File: src/coproc_pkg.sv
// Constants shared by the coprocessor transfer port.
// Assumes a 32-bit instruction word and a 26-bit address space.
package coproc_pkg;

   // ==========================================
   // Instruction fields
   localparam int COND_MSB   = 31;
   localparam int COND_LSB   = 28;
   localparam int BIT_PRE    = 24;
   localparam int BIT_UP     = 23;
   localparam int BIT_LONG   = 22;
   localparam int BIT_WB     = 21;
   localparam int BIT_LOAD   = 20;
   localparam int RN_MSB     = 19;
   localparam int RN_LSB     = 16;
   localparam int RD_MSB     = 15;
   localparam int RD_LSB     = 12;
   localparam int CPN_MSB    = 11;
   localparam int CPN_LSB    = 8;
   localparam int OFF_MSB    = 7;
   localparam int BIT_REGX   = 4;
   localparam int CLASS_MSB  = 27;
   localparam int MEM_LSB    = 25;
   localparam int REGX_LSB   = 24;

   localparam logic [2:0] CLASS_MEM  = 3'h6;
   localparam logic [3:0] CLASS_REGX = 4'he;
   localparam logic [3:0] REG_PC     = 4'hf;

   // ==========================================
   // Addressing
   localparam int          ADDR_BITS   = 26;
   localparam int          OFF_SHIFT   = 2;
   localparam logic [31:0] PC_AHEAD    = 32'h0000_0008;
   localparam logic [31:0] PC_ADDR_MSK = 32'h03ff_fffc;
   localparam logic [25:0] WORD_STEP   = 26'h000_0004;
   localparam int          FLAG_MSB    = 31;
   localparam int          FLAG_LSB    = 28;

   typedef enum logic [1:0] {
      ST_IDLE,
      ST_MEM,
      ST_MOVE_IN,
      ST_MOVE_OUT
   } state_t;

endpackage

File: src/cond_check.sv
// Condition field evaluator against the four arithmetic flags.
// Combinational; flags ordered negative, zero, carry, overflow.
module cond_check (
   input  wire logic [3:0] cond,   // Condition field
   input  wire logic [3:0] flags,  // N Z C V
   output logic            pass    // Condition holds
);
   logic n, z, c, v;

   always_comb begin
      {n, z, c, v} = flags;
      case (cond)
         4'h0: pass = z;
         4'h1: pass = !z;
         4'h2: pass = c;
         4'h3: pass = !c;
         4'h4: pass = n;
         4'h5: pass = !n;
         4'h6: pass = v;
         4'h7: pass = !v;
         4'h8: pass = c && !z;
         4'h9: pass = !c || z;
         4'ha: pass = (n == v);
         4'hb: pass = (n != v);
         4'hc: pass = !z && (n == v);
         4'hd: pass = z || (n != v);
         4'he: pass = 1'b1;
         default: pass = 1'b0;
      endcase
   end
endmodule

File: src/coproc_transfer_port.sv
// Processor-side port for coprocessor memory and register transfers.
// Assumes the register file and memory sit on clk; coprocessor and
// memory manager strobes arrive from pins and are synchronised here.
//
// Contract
// - First word at base, or base plus or minus offset if pre-indexed; then plus four each
// - Program counter base drops status flag bits
// - Program counter base reads eight bytes ahead
// - Privileged post-indexed writeback drives translation low
// - Only first address checked; later addresses wrap
// - Check applies to the address actually issued
// - Abort takes trap yet still writes base back
// - Bit 22 selects long or short transfer
// - Post-indexed uses base, always writes back
// - Pre-indexed uses offset, writes back if asked
// - Offset reaches 1020 bytes, word multiples only
// - Register transfer runs only if condition true
// - Opcode and coprocessor register fields ignored here
// - Coprocessor number field carried to coprocessor
// - Move into program counter loads only flags
// - Move from program counter sends flags too
// - Offset shifted two places, direction from up bit
// - Pre-index bit orders offset; writeback bit stores
module coproc_transfer_port
   import coproc_pkg::*;
(
   input  wire logic        clk,                 // 125 MHz clock
   input  wire logic        reset,               // Synchronous reset
   input  wire logic        instr_valid,         // Instruction offered
   input  wire logic [31:0] instr,               // Instruction word
   input  wire logic [31:0] instr_addr,          // Address of instruction
   input  wire logic [31:0] base_value,          // Base register value
   input  wire logic [31:0] rd_value,            // Source register value
   input  wire logic [1:0]  irq_masks,           // Interrupt disable bits
   input  wire logic [1:0]  mode,                // Processor mode, 0 user
   input  wire logic        cp_last,             // Pin: coprocessor last word
   input  wire logic        mem_abort,           // Pin: memory manager abort
   input  wire logic [31:0] cp_data_in,          // Pin: coprocessor word
   output logic             busy,                // Instruction in progress
   output logic             done,                // Instruction finished
   output logic             mem_req,             // Transfer address valid
   output logic [25:0]      mem_addr,            // Transfer address
   output logic             user_translate_low,  // Force user translation
   output logic             coproc_store,        // Store direction
   output logic             xfer_long,           // Long transfer selected
   output logic [3:0]       coproc_number_field, // Coprocessor selected
   output logic             addr_exception,      // Address exception trap
   output logic             data_abort_trap,     // Data abort trap
   output logic             wb_en,               // Register writeback
   output logic [3:0]       wb_reg,              // Writeback register
   output logic [31:0]      wb_data,             // Writeback value
   output logic [3:0]       status_flags,        // N Z C V
   output logic [31:0]      cp_data_out,         // Word to coprocessor
   output logic             cp_data_out_valid    // Word offered
);

   // ==========================================
   // Pin synchronisers
   logic        last_meta, last_s, abort_meta, abort_s;
   logic [31:0] data_meta, data_s;

   always_ff @(posedge clk) begin
      if (reset) begin
         last_meta  <= 1'b0;
         last_s     <= 1'b0;
         abort_meta <= 1'b0;
         abort_s    <= 1'b0;
         data_meta  <= 32'h0000_0000;
         data_s     <= 32'h0000_0000;
      end else begin
         last_meta  <= cp_last;
         last_s     <= last_meta;
         abort_meta <= mem_abort;
         abort_s    <= abort_meta;
         data_meta  <= cp_data_in;
         data_s     <= data_meta;
      end
   end

   // ==========================================
   // Decode and address forming
   state_t      state;
   logic        cond_pass, is_mem, is_regx, legal, accept, pre, wb_bit, priv;
   logic [3:0]  rn, rd;
   logic [31:0] pc_base, base, word_off, eff, first;

   cond_check u_cond (
      .cond  (instr[COND_MSB:COND_LSB]),
      .flags (status_flags),
      .pass  (cond_pass)
   );

   always_comb begin
      // Opcode, auxiliary and coprocessor register fields stay unread
      is_mem   = instr[CLASS_MSB:MEM_LSB] == CLASS_MEM;
      is_regx  = (instr[CLASS_MSB:REGX_LSB] == CLASS_REGX) && instr[BIT_REGX];
      pre      = instr[BIT_PRE];
      wb_bit   = instr[BIT_WB];
      rn       = instr[RN_MSB:RN_LSB];
      rd       = instr[RD_MSB:RD_LSB];
      priv     = mode != 2'b00;
      pc_base  = (instr_addr + PC_AHEAD) & PC_ADDR_MSK;
      base     = (rn == REG_PC) ? pc_base : base_value;
      word_off = 32'({instr[OFF_MSB:0], 2'b00});
      eff      = instr[BIT_UP] ? base + word_off : base - word_off;
      first    = pre ? eff : base;
      legal    = first[31:ADDR_BITS] == '0;
      accept   = (state == ST_IDLE) && instr_valid && cond_pass
                 && ((is_mem && legal) || is_regx);
   end

   // ==========================================
   // Sequencer
   logic        mem_end, last_pending;
   logic        wb_pending, pre_saved;
   logic [31:0] wb_value;
   logic [3:0]  rn_saved, rd_saved;

   assign mem_end = (state == ST_MEM) && (abort_s || last_s);

   always_ff @(posedge clk) begin
      if (reset) begin
         state <= ST_IDLE;
         busy  <= 1'b0;
      end else begin
         case (state)
            ST_IDLE: if (accept) begin
               busy <= 1'b1;
               if (is_mem)
                  state <= ST_MEM;
               else if (instr[BIT_LOAD])
                  state <= ST_MOVE_IN;
               else
                  state <= ST_MOVE_OUT;
            end
            ST_MEM: if (abort_s || last_s) begin
               state <= ST_IDLE;
               busy  <= 1'b0;
            end
            ST_MOVE_IN, ST_MOVE_OUT: if (last_s) begin
               state <= ST_IDLE;
               busy  <= 1'b0;
            end
            default: begin
               state <= ST_IDLE;
               busy  <= 1'b0;
            end
         endcase
      end
   end

   assign last_pending = ((state == ST_MOVE_IN) || (state == ST_MOVE_OUT)) && last_s;

   // Done covers skipped, trapped and completed instructions
   always_ff @(posedge clk) begin
      if (reset)
         done <= 1'b0;
      else
         done <= ((state == ST_IDLE) && instr_valid && !accept) || mem_end || last_pending;
   end

   // ==========================================
   // Captured instruction state
   always_ff @(posedge clk) begin
      if (reset) begin
         coproc_store        <= 1'b0;
         xfer_long           <= 1'b0;
         coproc_number_field <= 4'h0;
         wb_pending          <= 1'b0;
         pre_saved           <= 1'b0;
         wb_value            <= 32'h0000_0000;
         rn_saved            <= 4'h0;
         rd_saved            <= 4'h0;
      end else if (accept) begin
         coproc_store        <= !instr[BIT_LOAD];
         xfer_long           <= instr[BIT_LONG];
         coproc_number_field <= instr[CPN_MSB:CPN_LSB];
         wb_pending          <= !pre || wb_bit;
         pre_saved           <= pre;
         wb_value            <= eff;
         rn_saved            <= rn;
         rd_saved            <= rd;
      end
   end

   // ==========================================
   // Memory transfer addressing
   always_ff @(posedge clk) begin
      if (reset) begin
         mem_req            <= 1'b0;
         mem_addr           <= 26'h000_0000;
         user_translate_low <= 1'b1;
      end else if (accept && is_mem) begin
         mem_req            <= 1'b1;
         mem_addr           <= first[ADDR_BITS-1:0];
         user_translate_low <= !(priv && !pre && wb_bit);
      end else if (mem_end) begin
         mem_req            <= 1'b0;
         user_translate_low <= 1'b1;
      end else if (state == ST_MEM) begin
         mem_addr <= mem_addr + WORD_STEP;
      end
   end

   // ==========================================
   // Traps
   always_ff @(posedge clk) begin
      if (reset) begin
         addr_exception  <= 1'b0;
         data_abort_trap <= 1'b0;
      end else begin
         addr_exception  <= (state == ST_IDLE) && instr_valid && cond_pass
                            && is_mem && !legal;
         data_abort_trap <= (state == ST_MEM) && abort_s;
      end
   end

   // ==========================================
   // Writeback and flags
   always_ff @(posedge clk) begin
      if (reset) begin
         wb_en   <= 1'b0;
         wb_reg  <= 4'h0;
         wb_data <= 32'h0000_0000;
      end else if (mem_end) begin
         wb_en   <= wb_pending;
         wb_reg  <= rn_saved;
         wb_data <= wb_value;
      end else if ((state == ST_MOVE_IN) && last_s) begin
         wb_en   <= rd_saved != REG_PC;
         wb_reg  <= rd_saved;
         wb_data <= data_s;
      end else begin
         wb_en <= 1'b0;
      end
   end

   always_ff @(posedge clk) begin
      if (reset)
         status_flags <= 4'h0;
      else if ((state == ST_MOVE_IN) && last_s && (rd_saved == REG_PC))
         status_flags <= data_s[FLAG_MSB:FLAG_LSB];
   end

   // ==========================================
   // Word to coprocessor
   always_ff @(posedge clk) begin
      if (reset) begin
         cp_data_out       <= 32'h0000_0000;
         cp_data_out_valid <= 1'b0;
      end else if (accept && is_regx && !instr[BIT_LOAD]) begin
         cp_data_out_valid <= 1'b1;
         if (rd == REG_PC)
            cp_data_out <= {status_flags, irq_masks, pc_base[ADDR_BITS-1:OFF_SHIFT], mode};
         else
            cp_data_out <= rd_value;
      end else if ((state == ST_MOVE_OUT) && last_s) begin
         cp_data_out_valid <= 1'b0;
      end
   end

   // ==========================================
   // Checks
   chk_addr_step: assert property (@(posedge clk) disable iff (reset)
      (state == ST_MEM && !abort_s && !last_s) |=> mem_addr == $past(mem_addr) + WORD_STEP)
      else $error("address did not advance by one word");

   chk_pc_align: assert property (@(posedge clk) disable iff (reset)
      (accept && is_mem && rn == REG_PC) |=> mem_addr[1:0] == 2'b00)
      else $error("program counter base kept flag bits");

   chk_pc_ahead: assert property (@(posedge clk) disable iff (reset)
      (accept && is_mem && rn == REG_PC && !pre)
      |=> mem_addr[ADDR_BITS-1:OFF_SHIFT]
          == $past(instr_addr[ADDR_BITS-1:OFF_SHIFT]) + 24'(PC_AHEAD >> OFF_SHIFT))
      else $error("program counter base not eight ahead");

   chk_user_translate_low_pin: assert property (@(posedge clk) disable iff (reset)
      (accept && is_mem) |=> user_translate_low == !($past(priv) && !$past(pre) && $past(wb_bit)))
      else $error("translation pin wrong for transfer");

   chk_addr_trap: assert property (@(posedge clk) disable iff (reset)
      ((state == ST_IDLE) && instr_valid && cond_pass && is_mem && !legal)
      |=> addr_exception && !mem_req ##1 !addr_exception)
      else $error("illegal first address not trapped");

   chk_abort_wb: assert property (@(posedge clk) disable iff (reset)
      (state == ST_MEM && abort_s) |=> data_abort_trap && wb_en == $past(wb_pending) && !mem_req)
      else $error("abort lost trap or writeback");

   chk_post_wb: assert property (@(posedge clk) disable iff (reset)
      (mem_end && !pre_saved) |=> wb_en && wb_reg == $past(rn_saved))
      else $error("post-indexed transfer skipped writeback");

   chk_pre_nowb: assert property (@(posedge clk) disable iff (reset)
      (accept && is_mem && pre && !wb_bit) |=> !wb_pending && pre_saved)
      else $error("pre-indexed writeback without request");

   chk_skip_cond: assert property (@(posedge clk) disable iff (reset)
      ((state == ST_IDLE) && instr_valid && !cond_pass) |=> done && !busy && !mem_req)
      else $error("failed condition not skipped");

   chk_flag_load: assert property (@(posedge clk) disable iff (reset)
      ((state == ST_MOVE_IN) && last_s && rd_saved == REG_PC)
      |=> status_flags == $past(data_s[FLAG_MSB:FLAG_LSB]) && !wb_en)
      else $error("flags not loaded from word top bits");

   chk_long_sel: assert property (@(posedge clk) disable iff (reset)
      accept |=> xfer_long == $past(instr[BIT_LONG]))
      else $error("length selector not carried");

   chk_end_wb: assert property (@(posedge clk) disable iff (reset)
      mem_end |=> wb_en == $past(wb_pending) && wb_reg == $past(rn_saved)
                  && wb_data == $past(wb_value))
      else $error("base writeback wrong at transfer end");

   chk_out_flags: assert property (@(posedge clk) disable iff (reset)
      (accept && is_regx && !instr[BIT_LOAD] && rd == REG_PC)
      |=> cp_data_out_valid && cp_data_out[FLAG_MSB:FLAG_LSB] == $past(status_flags))
      else $error("program counter word sent without flags");

   chk_flags_hold: assert property (@(posedge clk) disable iff (reset)
      !((state == ST_MOVE_IN) && last_s && (rd_saved == REG_PC)) |=> $stable(status_flags))
      else $error("flags changed outside a move into program counter");

   chk_move_rd: assert property (@(posedge clk) disable iff (reset)
      ((state == ST_MOVE_IN) && last_s && rd_saved != REG_PC)
      |=> wb_en && wb_reg == $past(rd_saved) && wb_data == $past(data_s))
      else $error("moved word not written to register");

   chk_mem_hold: assert property (@(posedge clk) disable iff (reset)
      ((state == ST_MEM) && !mem_end) |=> mem_req && busy)
      else $error("transfer stopped before last word");

   chk_cpn_carry: assert property (@(posedge clk) disable iff (reset)
      accept |=> coproc_number_field == $past(instr[CPN_MSB:CPN_LSB]))
      else $error("coprocessor number not carried");

   chk_trap_nowb: assert property (@(posedge clk) disable iff (reset)
      addr_exception |-> !wb_en && !busy && !mem_req)
      else $error("trapped transfer still acted");

endmodule

File: config.mk
export PLATFORM = sky130hd
export DESIGN_NAME = coproc_transfer_port
export DESIGN_NICKNAME = d
export VERILOG_FILES = /design/src/coproc_pkg.sv /design/src/cond_check.sv /design/src/coproc_transfer_port.sv
export SDC_FILE = /design/constraint.sdc
export NUM_CORES = 1
export LEC_CHECK = 0
export BUFFER_PORTS_ARGS = -buffer_cell sky130_fd_sc_hd__buf_2
export CORE_ASPECT_RATIO = 0.9
export CORE_MARGIN = 5
export CORE_UTILIZATION = 49
export CTS_CLUSTER_DIAMETER = 150
export DETAILED_ROUTE_END_ITERATION = 7
export PLACE_DENSITY = 0.77
export SLEW_MARGIN = 10
export SYNTH_ARGS = -nofsm -noshare
export SYNTH_HDL_FRONTEND = slang
export SYNTH_SLANG_ARGS = --single-unit
File: constraint.sdc
create_clock -name clk -period 4.5 [get_ports clk]
set_input_delay 0.225 -clock clk [delete_from_list [all_inputs] [get_ports clk]]
set_output_delay 0.225 -clock clk [all_outputs]
set_load 0.01 [all_outputs]
==> results.toml <==
[cells_and_area]
fin_util = 0.6783
final_nets = 2058
instances_no_fill = 2169
diodes = 0
fin_area_mm2 = 0.01588
drive_above_1_share = 0.2898
syn_to_final_growth_pct = 36.28

[sta]
fin_worst_skew_ns = 0.01648
post-route-period-util = 0.9455
period_needed_ns = 4.255
finalSetupViolations = 0
slew_headroom = 0.3948
grt_setup_unrepaired = "false"
max_freq_mhz = 235.0
hold_ws_ns = 0.006094
fin_tns_setup_ns = 0
final-hold-violation-count = 0
worst_pin_slew_ns = 0.9078
drv_slew = 0

[placement]
dp_hpwl_mm = 30.58
io_buffers = 272
dp_cells = 2063
placed_area_mm2 = 0.01442
routabilityCongestion = 0.9846

[synthesis]
synth_flop_cell = "dfxtp_1"
yosysWarnings = 0
async_reset_ff_frac = 0
syn_area_per_cell_um2 = 8.269
synth_seq_cells = 223
synth_cell_types = 73
synth_most_common_cell = "dfxtp_1"
seq_area_frac_synth = 0.3832
synth_top_area_cell = "dfxtp_1"
synth-edff-count = 0
netlist_area_mm2 = 0.01165
syn-num-nets = 1613
yosys.area.top_type_share = 0.3832
synth_cells = 1409
synth_top_cells_by_count = "223 x dfxtp_1, 179 x nand2_1, 129 x nor2_1"
synthTopCellsByArea = "dfxtp_1 38%, nand2_1 5.8%, nor2_1 4.2%"

[floorplanning]
io_pins = 281
core-area_mm2 = 0.02341
initial_core_util = 0.4977
chipWidth_um = 172.5
dieArea_mm2 = 0.02697
core.rowCount = 53
dieHeight_um = 156.3

[route]
drt-vias-per-instance = 5.602
drtPass1Iterations = 6
drt_wl_total_mm = 41.24
drt_iter0_drc = 1295
vias = 12150
postRouteAntennaNets = 0
routedWlPerCell_um = 19.01
drc = 0

[clock_network]
cts.sinks = 223
cts_root_buf = "clkbuf_16"
numCtsBuffers = 23
insertion_delay_ns = 0.52
tritoncts = "yes"
cts_buffer_depth = 3
clk_pin_slew_ns = 0.06
h-tree-depth = 1

[setup_path]
cp.arrival_ns = 4.62
max_stage_delay_ns = 0.59
critPathMaxFanout = 24
path_class = "input pin to flop"
cp.depth = 19
crit_slowest_cell = "or4_1"
cp-end-kind = "flop"
crit_buf_inv = 4
path_cells = "buf_2 -> or4_1 -> nor4_2 -> ha_1 -> mux2_2 -> ha_1 -> a21oi_1 -> nand3_1 -> o21ai_1 -> nand4_1 -> and2_1 -> o311ai_1 -> buf_4 -> nor4b_4 -> buf_4 -> a31oi_4 -> buf_12 -> a2111oi_2 -> a211oi_1"
required_ns = 4.86
reg2reg_depth = 11
crit_family = "simple AND/OR/NAND/NOR gates"
critPathLaunchType = "input pin"

[hold_path]
worstHoldPathType = "input pin to flop"
hold_depth = 3

[grt]
grt_pass1_wl_mm = 62.78
grt_start_max_net_pins = 107
antenna_found_initial = 1
grt_remaining_overflow = 0
grt_util_all_layers = 0.2851
grt_pass1_vias = 11530

[power_and_ir_drop]
irDropWorstVdd_uv = 246.3
power_leakage_nw = 7.160
power_density_mw_per_mm2 = 309.3

[status]
outcome = "completed"

[flow_run]
maxCapViolCount = 0
==> stage by stage <==
step / setup WS [ns] / power (mW)
after detailed placement: -0.3801 / 3.019
after global placement: -0.2802 / 3.015
after CTS: 0.1278 / 4.911
final: 0.2453 / 4.911
after floorplan: 0.1333 / 2.538
after global routing: 0.01806 / 5.104
==> layer usage <==
| layer | global-route usage | share of wire |
|---|---|---|
| met5 | 0 | 0.00017 |
| met4 | 0.08487 | 0.029 |
| met3 | 0.06087 | 0.088 |
| met2 | 0.4631 | 0.46 |
| met1 | 0.3849 | 0.42 |
==> path summary, 6_finish.rpt <==
kind / from / end / slack, ns
worst max register to register: status_flags[3] / cp_data_out[1] / 1.29
worst max-delay path: instr[5] / mem_addr[11] / 0.25
worst min-delay path: base_value[0] / mem_addr[0] / 0.006
worst min register to register: data_meta[10] / data_s[10] / 0.43
==> power by group <==
part | total (mW) | switching (mW) | internal, mW
Clock | 1.86 | 0.780 | 1.08
Sequential | 2.03 | 0.0156 | 2.01
Combinational | 1.02 | 0.568 | 0.452
==> worst register-to-register path: cells and delay by family, from the launching register on <==
family,cells,cell delay [ns]
simple gates,3,0.58
flops,1,0.55
buf+inv,2,0.98
xor+xnor,1,0.18
mux,1,0.09
compound gates,4,0.77
==> placed cells by master, fill, tap and decap left out, types with 58 or more instances in the layout <==
cell type	netlist	routed
a211oi_1	58	58
buf_2	13	271
nor2_1	129	128
buf_4	2	170
nor2b_1	76	76
dlygate4sd3_1	0	66
dfxtp_1	223	223
nand3_1	60	60
nand2_1	179	179
a21oi_1	86	85
==> cells by family (layout without fill, tap and decap cells) <==
logic type                 Yosys count  count (layout)  share of synthesized area
AOI/OAI and AO/OA                  352             352                     0.2088
xor gates and xnor gates            72              72                    0.05412
adders and majority gates           35              35                    0.03823
buffers and inverters              119             577                    0.04038
DFF                                223             223                     0.3832
muxes                               55              55                    0.04843
and+or+nand+nor                    553             553                     0.2269
==> cell type report <==
| class | count | area (um^2) |
|---|---|---|
| fillers | 1920 | 7531 |
| multi-input cells | 1067 | 6789 |
| flip-flops and latches | 223 | 4464 |
| repair buffers | 514 | 3421 |
| clock buffers | 33 | 663.1 |
| well taps | 302 | 377.9 |
| inverters | 25 | 93.84 |
| clock inverters | 5 | 68.82 |
==> what timing repair did <==
action,in CTS,in global routing
setup buffers,0,1
gates resized for setup,0,19
setup endpoints to repair,0,64
endpoints found under the hold margin,61,0
hold buffers,66,0
Note: power is estimated with default switching activity, not from simulation.
